### src/core/ahsps_pkg.sv
// constants for the converter serial link controller (host end)
package ahsps_pkg;
  // register indices on the command port
  localparam logic [3:0] ADDR_CTRL = 4'h0;
  localparam logic [3:0] ADDR_CMD = 4'h1;
  localparam logic [3:0] ADDR_INTERVAL = 4'h2;
  localparam logic [3:0] ADDR_STATUS = 4'h3;
  localparam logic [3:0] ADDR_RESULT = 4'h4;
  // control register fields
  localparam int CTRL_PERIODIC_BIT = 0;
  localparam int CTRL_BYTE_MODE_BIT = 1;
  localparam int CTRL_START_BIT = 2;
  // status register fields
  localparam int STAT_BUSY_BIT = 0;
  localparam int STAT_VALID_BIT = 1;
  localparam int STAT_OVERRUN_BIT = 2;
  // values after reset
  localparam logic [7:0] CMD_RESET = 8'h00;
  localparam logic [15:0] INTERVAL_RESET = 16'h0040;
  // frame shape
  localparam int FRAME_BITS = 16;
  localparam int CTRL_BITS = 8;
  // clock figures
  localparam int CLK_PERIOD_NS = 100;
  localparam int SCLK_HALF_NS = 300;
  localparam int SCLK_HALF_CYCLES = (SCLK_HALF_NS + CLK_PERIOD_NS - 1) / CLK_PERIOD_NS;
  // byte-mode pause between the two bytes, in half periods of the serial clock
  localparam int BYTE_GAP_HALVES = 2;
endpackage

### src/core/ahsps_host.sv
// host-side controller that drives the two-channel converter's serial link
`timescale 1ns/1ns
`default_nettype none

// What this block does
// - converter clock is the inverted transmit clock; idle-high output already includes it.
// - frames run in bursts on an internal clock; frame signal acts as chip-select.
// - framing and clock are generated internally, frame format cleared.
// - active-low frame per word, right-justified 16-bit words, internal clock.
// - the one transmit frame also times the readback of the result.
// - each sample trigger accepted while idle sends one control word inside one frame; a trigger while busy is lost.
// - a requested frame waits for the serial clock phase boundary before starting.
// - periodic sample triggers are spaced by a whole number of serial clock periods; a start strobe can land on any cycle.
// - one shared frame, internally generated, sixteen-bit words.
// - master with clock idle high and data sampled on the rising edge.
// - byte mode makes two 8-bit transfers, two half periods apart, with chip-select held.
// - clock, data out and data in are three plain pins, full duplex.
// - chip-select is a separate output, clock polarity idle high.
// - every frame carries exactly sixteen clocks inside one chip-select low period.
// - the control byte is shifted out first, during the first eight clocks.
module ahsps_host #(
  parameter int SCLK_HALF = ahsps_pkg::SCLK_HALF_CYCLES
) (
  input wire logic clock,
  input wire logic reset,
  input wire logic [3:0] addr,
  input wire logic [15:0] wdata,
  input wire logic wr,
  input wire logic rd,
  output logic [15:0] rdata,
  output logic sclk_out,
  output logic cs_n_out,
  output logic din_out,
  input wire logic dout_in
);

  // the synchroniser costs two cycles, so a half period must exceed that
  initial begin
    if (SCLK_HALF < 3 || SCLK_HALF > 255) begin
      $error("SCLK_HALF must lie between 3 and 255");
    end
  end

  localparam logic [7:0] HALF_LAST = 8'(SCLK_HALF - 1);
  localparam logic [4:0] BITS_ALL = 5'(ahsps_pkg::FRAME_BITS);
  localparam logic [4:0] BITS_BYTE = 5'(ahsps_pkg::CTRL_BITS);
  localparam logic [1:0] GAP_LAST = 2'(ahsps_pkg::BYTE_GAP_HALVES - 1);

  // package figures the frame engine leans upon; a bad value would silently
  // shorten a frame or let the byte pause counter wrap
  initial begin
    if (ahsps_pkg::FRAME_BITS < 1 || ahsps_pkg::FRAME_BITS > 16) begin
      $error("frame length must lie between 1 and 16 bits");
    end
    if (ahsps_pkg::CTRL_BITS < 1 || ahsps_pkg::CTRL_BITS >= ahsps_pkg::FRAME_BITS) begin
      $error("control byte must be shorter than the frame");
    end
    if (2 * ahsps_pkg::CTRL_BITS != ahsps_pkg::FRAME_BITS) begin
      $error("byte mode needs a frame of two equal transfers");
    end
    if (ahsps_pkg::BYTE_GAP_HALVES < 1 || ahsps_pkg::BYTE_GAP_HALVES > 4) begin
      $error("byte pause must lie between 1 and 4 half periods");
    end
    if (ahsps_pkg::INTERVAL_RESET == 16'h0000) begin
      $error("reset interval must be nonzero");
    end
  end

  typedef enum logic [1:0] {
    ST_IDLE,
    ST_RUN,
    ST_GAP,
    ST_LAST
  } ahsps_state_t;

  typedef struct packed {
    // frame engine
    ahsps_state_t st;
    // half-period timebase
    logic [7:0] hcnt;
    logic phase;
    // sample timer, pending trigger, link pins and shift registers
    logic [15:0] tmr;
    logic pend;
    logic sclk;
    logic cs_n;
    logic din;
    logic [15:0] tx;
    logic [15:0] rx;
    logic [4:0] bits;
    logic [1:0] gap;
    // results and flags
    logic [15:0] result;
    logic valid;
    logic ovr;
    // software registers
    logic per_en;
    logic byte_mode;
    logic [7:0] cmd;
    logic [15:0] interval;
    logic [15:0] rdata;
    // two-flop synchroniser for converter data
    logic sync1;
    logic sync2;
  } ahsps_regs_t;

  ahsps_regs_t s_r;
  ahsps_regs_t s_nxt;

  // a frame owed or under way: shown as busy, and the reason a new trigger is refused
  function automatic logic frame_busy(input ahsps_regs_t s);
    logic b;
    b = s.pend || (s.st != ST_IDLE);
    return b;
  endfunction

  // the control byte leads the word; the trailing bits stay zero so the
  // converter's control register only sees the first eight
  function automatic logic [15:0] frame_word(input logic [7:0] c);
    logic [15:0] w;
    w = 16'h0000;
    w[15:8] = c;
    return w;
  endfunction

  // byte-wide hosts pause after the control byte; full-width hosts run straight through
  function automatic logic pause_here(input logic byte_mode, input logic [4:0] n);
    logic p;
    p = byte_mode && (n == BITS_BYTE);
    return p;
  endfunction

  function automatic logic frame_done(input logic [4:0] n);
    logic d;
    d = (n == BITS_ALL);
    return d;
  endfunction

  function automatic logic [15:0] ctrl_word(input ahsps_regs_t s);
    logic [15:0] v;
    v = 16'h0000;
    // start is a strobe, so it always reads back as zero
    v[ahsps_pkg::CTRL_PERIODIC_BIT] = s.per_en;
    v[ahsps_pkg::CTRL_BYTE_MODE_BIT] = s.byte_mode;
    return v;
  endfunction

  function automatic logic [15:0] status_word(input ahsps_regs_t s);
    logic [15:0] v;
    v = 16'h0000;
    v[ahsps_pkg::STAT_BUSY_BIT] = frame_busy(s);
    v[ahsps_pkg::STAT_VALID_BIT] = s.valid;
    v[ahsps_pkg::STAT_OVERRUN_BIT] = s.ovr;
    return v;
  endfunction

  function automatic logic [15:0] read_mux(input ahsps_regs_t s, input logic [3:0] a);
    logic [15:0] v;
    v = 16'h0000;
    unique case (a)
      ahsps_pkg::ADDR_CTRL: begin
        v = ctrl_word(s);
      end
      ahsps_pkg::ADDR_CMD: begin
        v = {8'h00, s.cmd};
      end
      ahsps_pkg::ADDR_INTERVAL: begin
        v = s.interval;
      end
      ahsps_pkg::ADDR_STATUS: begin
        v = status_word(s);
      end
      ahsps_pkg::ADDR_RESULT: begin
        v = s.result;
      end
      // unmapped indices read as zero rather than echoing a neighbour
      default: begin
        v = 16'h0000;
      end
    endcase
    return v;
  endfunction

  always_comb begin
    logic tick;
    logic period_end;
    logic trig;
    logic [4:0] bits_inc;
    tick = 1'b0;
    period_end = 1'b0;
    trig = 1'b0;
    bits_inc = 5'h00;
    s_nxt = s_r;

    // converter data out is asynchronous to this clock
    // a half period no longer than the two-flop delay would capture the previous bit
    s_nxt.sync1 = dout_in;
    s_nxt.sync2 = s_r.sync1;

    // free-running half-period timebase; frames start only on its boundary
    tick = (s_r.hcnt == HALF_LAST);
    if (tick) begin
      s_nxt.hcnt = 8'h00;
    end else begin
      s_nxt.hcnt = s_r.hcnt + 8'h01;
    end
    if (tick) begin
      s_nxt.phase = ~s_r.phase;
    end
    period_end = tick && s_r.phase;

    // sample timer counts whole serial clock periods, so spacing never jitters
    // an interval of zero behaves as one
    if (!s_r.per_en) begin
      s_nxt.tmr = 16'h0000;
    end else if (period_end) begin
      if (({1'b0, s_r.tmr} + 17'h00001) >= {1'b0, s_r.interval}) begin
        s_nxt.tmr = 16'h0000;
        trig = 1'b1;
      end else begin
        s_nxt.tmr = s_r.tmr + 16'h0001;
      end
    end

    // command port
    // rdata is zero outside its answer cycle, so a stale word never looks like a fresh read
    if (rd) begin
      s_nxt.rdata = read_mux(s_r, addr);
    end else begin
      s_nxt.rdata = 16'h0000;
    end
    // taking the result hands it over, so valid drops
    if (rd && addr == ahsps_pkg::ADDR_RESULT) begin
      s_nxt.valid = 1'b0;
    end
    if (wr) begin
      unique case (addr)
        ahsps_pkg::ADDR_CTRL: begin
          s_nxt.per_en = wdata[ahsps_pkg::CTRL_PERIODIC_BIT];
          s_nxt.byte_mode = wdata[ahsps_pkg::CTRL_BYTE_MODE_BIT];
          if (wdata[ahsps_pkg::CTRL_START_BIT]) begin
            trig = 1'b1;
          end
        end
        ahsps_pkg::ADDR_CMD: begin
          s_nxt.cmd = wdata[7:0];
        end
        ahsps_pkg::ADDR_INTERVAL: begin
          s_nxt.interval = wdata;
        end
        // overrun is write-one-to-clear, so writing zeros leaves it alone
        ahsps_pkg::ADDR_STATUS: begin
          if (wdata[ahsps_pkg::STAT_OVERRUN_BIT]) begin
            s_nxt.ovr = 1'b0;
          end
        end
        default: begin
        end
      endcase
    end

    // a trigger while a frame is pending or running is lost and flagged
    if (trig) begin
      if (frame_busy(s_r)) begin
        s_nxt.ovr = 1'b1;
      end else begin
        s_nxt.pend = 1'b1;
      end
    end

    // frame engine: clock idles high, falling edge drives, rising edge samples
    unique case (s_r.st)
      ST_IDLE: begin
        // clock parked high between frames so the converter sees no stray edge
        s_nxt.sclk = 1'b1;
        s_nxt.cs_n = 1'b1;
        if (tick && s_r.pend) begin
          // one trigger, one frame, one control word; the same frame reads back
          s_nxt.pend = 1'b0;
          s_nxt.cs_n = 1'b0;
          s_nxt.tx = frame_word(s_r.cmd);
          s_nxt.din = s_r.cmd[7];
          s_nxt.bits = 5'h00;
          s_nxt.st = ST_RUN;
        end
      end
      ST_RUN: begin
        if (tick) begin
          if (s_r.sclk) begin
            // control byte goes out first, msb first
            s_nxt.sclk = 1'b0;
            s_nxt.din = s_r.tx[15];
            s_nxt.tx = {s_r.tx[14:0], 1'b0};
          end else begin
            bits_inc = s_r.bits + 5'h01;
            s_nxt.sclk = 1'b1;
            s_nxt.rx = {s_r.rx[14:0], s_r.sync2};
            s_nxt.bits = bits_inc;
            if (frame_done(bits_inc)) begin
              s_nxt.st = ST_LAST;
            end else if (pause_here(s_r.byte_mode, bits_inc)) begin
              // byte-wide host: two transfers, chip-select held between them
              s_nxt.gap = 2'h0;
              s_nxt.st = ST_GAP;
            end
          end
        end
      end
      ST_GAP: begin
        // clock holds high while chip-select stays low between the two bytes
        if (tick) begin
          if (s_r.gap == GAP_LAST) begin
            s_nxt.st = ST_RUN;
          end else begin
            s_nxt.gap = s_r.gap + 2'h1;
          end
        end
      end
      ST_LAST: begin
        // release half a period after the final capture
        if (tick) begin
          s_nxt.cs_n = 1'b1;
          s_nxt.din = 1'b0;
          s_nxt.result = s_r.rx;
          s_nxt.valid = 1'b1;
          s_nxt.st = ST_IDLE;
        end
      end
    endcase
  end

  always_ff @(posedge clock or posedge reset) begin
    if (reset) begin
      s_r <= '{
        st: ST_IDLE,
        hcnt: 8'h00,
        phase: 1'b0,
        tmr: 16'h0000,
        pend: 1'b0,
        sclk: 1'b1,
        cs_n: 1'b1,
        din: 1'b0,
        tx: 16'h0000,
        rx: 16'h0000,
        bits: 5'h00,
        gap: 2'h0,
        result: 16'h0000,
        valid: 1'b0,
        ovr: 1'b0,
        per_en: 1'b0,
        byte_mode: 1'b0,
        cmd: ahsps_pkg::CMD_RESET,
        interval: ahsps_pkg::INTERVAL_RESET,
        rdata: 16'h0000,
        sync1: 1'b0,
        sync2: 1'b0
      };
    end else begin
      s_r <= s_nxt;
    end
  end

  // clock leaves already in the polarity the converter wants; no inverter outside
  // three plain pins plus chip-select give full duplex
  // every link pin comes straight from a flop, so no glitch reaches the converter
  assign sclk_out = s_r.sclk;
  assign cs_n_out = s_r.cs_n;
  assign din_out = s_r.din;
  assign rdata = s_r.rdata;

endmodule

`default_nettype wire

### config.mk
export PLATFORM = sky130hd
export DESIGN_NAME = ahsps_host
export DESIGN_NICKNAME = d
export VERILOG_FILES = /design/src/core/ahsps_pkg.sv /design/src/core/ahsps_host.sv
export SDC_FILE = /design/constraint.sdc
export NUM_CORES = 1
export LEC_CHECK = 0
export BUFFER_PORTS_ARGS = -buffer_cell sky130_fd_sc_hd__buf_2
export CAP_MARGIN = 20
export CORE_UTILIZATION = 35
export DETAILED_ROUTE_END_ITERATION = 8
export PLACE_DENSITY = 0.51
export SYNTH_ARGS = -nofsm -noshare
export SYNTH_HDL_FRONTEND = slang
export SYNTH_SLANG_ARGS = --single-unit
### constraint.sdc
create_clock -name clock -period 5.1 [get_ports clock]
set_input_delay 1.02 -clock clock [delete_from_list [all_inputs] [get_ports clock]]
set_output_delay 1.02 -clock clock [all_outputs]
set_load 0.05 [all_outputs]
Yosys cells after proc, flatten, opt, wreduce, memory -nomap -nowiden
Index checks and enable logic that the tools add are counted.

Bits in registers: 132. Input bits: 25. Output and inout port bits: 19. Logic and storage cells: 131.

Add/subtract/negate cells: 5. $lt $le $gt $ge: 1. Equal/unequal tests: 23. Muxes and demuxes: 54. Bitwise operators: 2. Reductions and logical operators: 24.

Operator list (number): 16-bit two-way mux (5); 16-bit case mux with 5 select lines (1); 40-bit two-way mux (1); 16-bit case mux with 2 select lines (1); 2-bit two-way mux (14); 27-bit two-way mux (1); 23-bit two-way mux (1); 2-bit inequality test (second input constant) (10); 1-bit two-way mux (19); 18-bit two-way mux (1); 16-bit by 1-bit adder with 17-bit output (second input constant) (1); 17-bit by 16-bit >= comparator with 1-bit output (1); 17-bit two-way mux (1); 16-bit by 1-bit adder with 16-bit output (second input constant) (1); 8-bit two-way mux (2); 7-bit AND reduction (2); 2-bit AND reduction (6); 5-bit case mux with 2 select lines (1); 8-bit by 1-bit adder with 8-bit output (second input constant) (1); 4-bit by 2-bit == test with 1-bit output (second input constant) (2); 8-bit by 2-bit == test with 1-bit output (second input constant) (1); 2-bit case mux with 4 select lines (1); 4-bit AND reduction (2); 2-bit nonzero test (4); 22 further kinds (29).

Logic depth before layout (Yosys ltp)
Word-level depth: 11. Mapped depth: 12. Depth with buffers taken out: 11.

Least setup slack after synthesis
No wires, ideal clock.

Path type: flip-flop to flip-flop. Start: register s_r[107] (netlist name). End: register s_r[109] (netlist name). Setup time: 0.068 ns. Data arrival time: 3.090 ns. Required time: 5.032 ns. Setup slack: 1.942 ns. Cell stages (with the launch flop): 12. Buffers on the path: 2. Period minus slack after synthesis: 3.158 ns. Cells stage by stage: dfrtp_1 clkbuf_1 nand4_1 or4_1 or2_0 xnor2_1 ha_1 a21o_1 a31oi_1 and4_1 clkbuf_1 a32o_1.

Cells in the longest elaborated chain, start to end: 5. Elaborated cells on any way between the ends: 6. Those cells by class: add/sub (2); order compare (1); mux (3).

RTL lines: start: declaration (RTL line ahsps_host.sv:107) `ahsps_regs_t s_r;`; start signal: assignment (RTL line ahsps_host.sv:334) `s_r <= '{`; start signal: assignment (RTL line ahsps_host.sv:359) `s_r <= s_nxt;`; 16-bit by 1-bit adder with 17-bit output (RTL line ahsps_host.sv:217) `if (({1'b0, s_r.tmr} + 17'h00001) >= {1'b0, s_r.interval}) begin`; 17-bit by 16-bit >= comparator with 1-bit output (RTL line ahsps_host.sv:217); 16-bit two-way mux * (RTL line ahsps_host.sv:217); 16-bit two-way mux * (RTL line ahsps_host.sv:216) `end else if (period_end) begin`; 16-bit two-way mux * (RTL line ahsps_host.sv:214) `if (!s_r.per_en) begin`.

Every way passes the cells marked *; elsewhere a longest branch is shown, timed or not. The select of a mux whose other input is x is not followed. A chain may end at the register's enable or synchronous reset.

Final worst setup path
Start: register s_r[107] (netlist name). End: register s_r[105] (netlist name).

Cells in the longest elaborated chain, start to end: 5.

RTL lines (RTL line): 16-bit by 1-bit adder with 17-bit output (ahsps_host.sv:217); 17-bit by 16-bit >= comparator with 1-bit output (ahsps_host.sv:217); 16-bit two-way mux (ahsps_host.sv:217); 16-bit two-way mux (ahsps_host.sv:216); 16-bit two-way mux (ahsps_host.sv:214).

Every way passes these cells. The select of a mux whose other input is x is not followed.

==> results.cfg <==
[detailed_routing]
drt-initial-drc-count = 318
drt_wl_total_um = 15000
ant_nets = 0
viasPerCell = 5.27
dr_total_vias = 4671
first_pass_iters = 5
wire_per_inst_um = 16.9
drt_drc_violations_left = 0

[finish]
drive_gt1_share_pct = 20.2
num-fill-cells = 1811
final_cells = 886
multi_input_comb_area_um2 = 2870
syn_to_final_growth_pct = 15.5
fin_nets = 695
final_cell_area_um2 = 7470
register_area_um2 = 3280
insertedDiodeCount = 0

[worst_setup_path]
crit_top_cell = nand4_1
cp-end-kind = flop
r2r_slack_ns = 1.51
reg2reg_depth = 9
required_ns = 5.41
r2r_end = s_r[105]
worstSetupPathType = reg2reg
cp_slowest_cell = or4_1
crit_family = simple AND/OR/NAND/NOR gates
r2r-start = s_r[107]
crit_chain = nand4_1 > or4_1 > or2_0 > xnor2_1 > ha_1 > a21o_1 > a31oi_1 > nand4_1 > o31ai_1
crit_path_max_fanout = 9
crit_arrival_ns = 3.90
critical_path_buf_inv_count = 0
cpPeakStageDelay_ns = 0.59
crit_cells = 9
cp-start-kind = flop

[clock_network]
clockRootBuffer = clkbuf_16
postCtsHoldBufs = 0
clock_latency_ns = 0.41
cts_max_path_buffers = 2
clkTransAtPathRegs_ns = 0.06
post-cts-setup-buffers = 0
cts-resized-gates = 0
clock_sinks = 131
cts_tree = built
cts_made_buffers = 17
htreeDepth = 4

[floorplan]
die_x_um = 138
die_area_um2 = 19000
std_cell_rows = 49
initial_utilization_pct = 35.9
core-area_um2 = 18000
die_y_um = 138
ioPinCount = 44

[global_route]
grt_antenna_before_repair = 0
overflow = 0
grt_pass1_wl_um = 24700
grt_usage_pct = 17.1
grt_start_max_net_pins = 85
grt_pass1_vias = 4637

[min_path]
hold_path_class = reg2reg
min_delay_path_depth = 0
worstHoldStart = s_nxt[0]
min_to = s_r[0]

[synth]
ys_seq_area_share_pct = 50.7
ys_seq_elements = 131
ys_warn_count = 0
yosysTopAreaCell = dfrtp_1
synth_edf_count = 0
yosys-top-cells-area = dfrtp_1 (49%), mux2_2 (5.7%), nand2_1 (5.7%)
synth_top_area_share_pct = 49.5
avgSynthCellArea_um2 = 10.5
synth_nets = 666
yosysUniqueCellTypes = 65
synth-async-reset-ratio_pct = 100
syn-cell-area_um2 = 6470
syn_inst = 615
synth-main-ff-cell = dfrtp_1

[pwr]
p_clk_share_pct = 45.5
power_frac_comb_pct = 10.8
internal_power_w = 0.00212
swShare_pct = 27.0
switching_power_w = 0.000784
p_leak_nw = 3.51
vdd_drop_max_v = 0.000230
p_total_w = 0.00290
powerDensity_nw_per_um2 = 388
seqPwrFrac_pct = 43.7

[timing]
worst_clock_skew_ns = 0.00912
tns_ns = 0
timing.final.crit_share_pct = 70.4
setup_viol = 0
fmax_ghz = 0.279
relSlewSlack_pct = 26.4
hold_violations = 0
fin_ws_ns = 1.51
maxSlewViolCount = 0
tightestPinTransition_ns = 1.09
final.min_clock_period_ns = 3.59
rsz0062_at_grt = no

[job]
maxCapViolCount = 0

[placed_design]
pre_cts_ws_ns = 1.56
port-buffer-count = 43
place_hpwl_um = 10800
placed_cells = 853
postPlaceCellArea_um2 = 6810
place_congestion = 0.841

[outcome]
outcome = finished, final reports clean
==> cell families after synthesis <==
family                   Yosys count  share of synthesized area, %
AND/OR/NAND/NOR                  203                          15.4
flip-flops                       131                          50.7
AO/OA/AOI/OAI                    121                          13.3
buffers and inverters             68                          4.97
multiplexers                      44                          7.64
adder cells (fa/ha/maj)           26                          5.03
XOR/XNOR                          22                          2.98
==> power by group through the flow <==
stage | Sequential (W) | Combinational (W) | Clock (W)
2_1_floorplan | 0.00127 | 0.000214 | 0
3_3_place_gp | 0.00128 | 0.000305 | 0
3_5_place_dp | 0.00129 | 0.000314 | 0
4_1_cts | 0.00127 | 0.000316 | 0.00135
5_1_grt | 0.00129 | 0.000360 | 0.00139
6_report | 0.00127 | 0.000314 | 0.00132
==> synth_stat cells, types with 4 or more instances <==
master    count
xor2_1        7
a22oi_1      18
ha_1         26
and2_1        6
o21ai_0      16
mux2_1       10
buf_4        16
inv_1        28
xnor2_1      15
a211oi_1      5
o31ai_1       5
nand4_1       9
nor2_1       32
a41oi_1       5
o21ai_1      19
nand2_1      98
mux2_2       33
and3_1        7
dfrtp_1     128
a31oi_1       5
clkbuf_1     18
buf_2         4
a21oi_1      11
nand3_1      18
a222oi_1      8
a32o_1        9
==> how the worst max path moves through the flow <==
stage,startpoint,end
after floorplan,reset,din_out
after global placement,s_r[107],s_r[109]
after detailed placement,s_r[107],s_r[105]
after CTS,s_r[107],s_r[105]
after global routing,s_r[105],s_r[105]
final,s_r[107],s_r[105]
==> cells in the final DEF, fill, tap and decap left out, types with 10 or more instances in the layout <==
cell type	instances
ha_1	26
o21ai_1	19
nand3_1	18
mux2_2	33
a22oi_1	18
mux2_1	10
xnor2_1	15
nor2_1	32
a21oi_1	11
clkbuf_16	17
buf_2	43
inv_1	27
nand2_1	98
dfrtp_1	128
o21ai_0	16
==> registers in the layout, summed over array words and instances, names as in the netlist <==
name / flops
sclk_out: 1
rdata: 16
cs_n_out: 1
s_r: 111
din_out: 1
s_nxt: 1
==> layout make-up <==
type,count,share of cell area [%]
flip-flops and latches,131,43.9
well taps,229,3.83
multi-input cells,416,38.4
clock buffers,17,5.69
clock inverters,15,2.90
repair buffers,50,3.85
inverters,28,1.44
==> metal layers <==
layer	wire, µm	GRT usage [%]	vias to the layer above	part of all wire (%)
li1	-	-	2242	-
met1	7300	24.0	2336	49
met2	7040	26.5	78	47
met3	483	3.87	15	3.2
met4	132	4.35	0	0.88
met5	0	0	-	0
==> metrics by stage <==
stage	utilization [%]	hold slack, ns
2_1_floorplan	-	0.331
3_3_place_gp	37.8	0.344
3_5_place_dp	37.8	0.336
4_1_cts	41.3	0.366
5_1_grt	41.5	0.386
6_report	41.5	0.363
(Power assumes the default switching activity.)
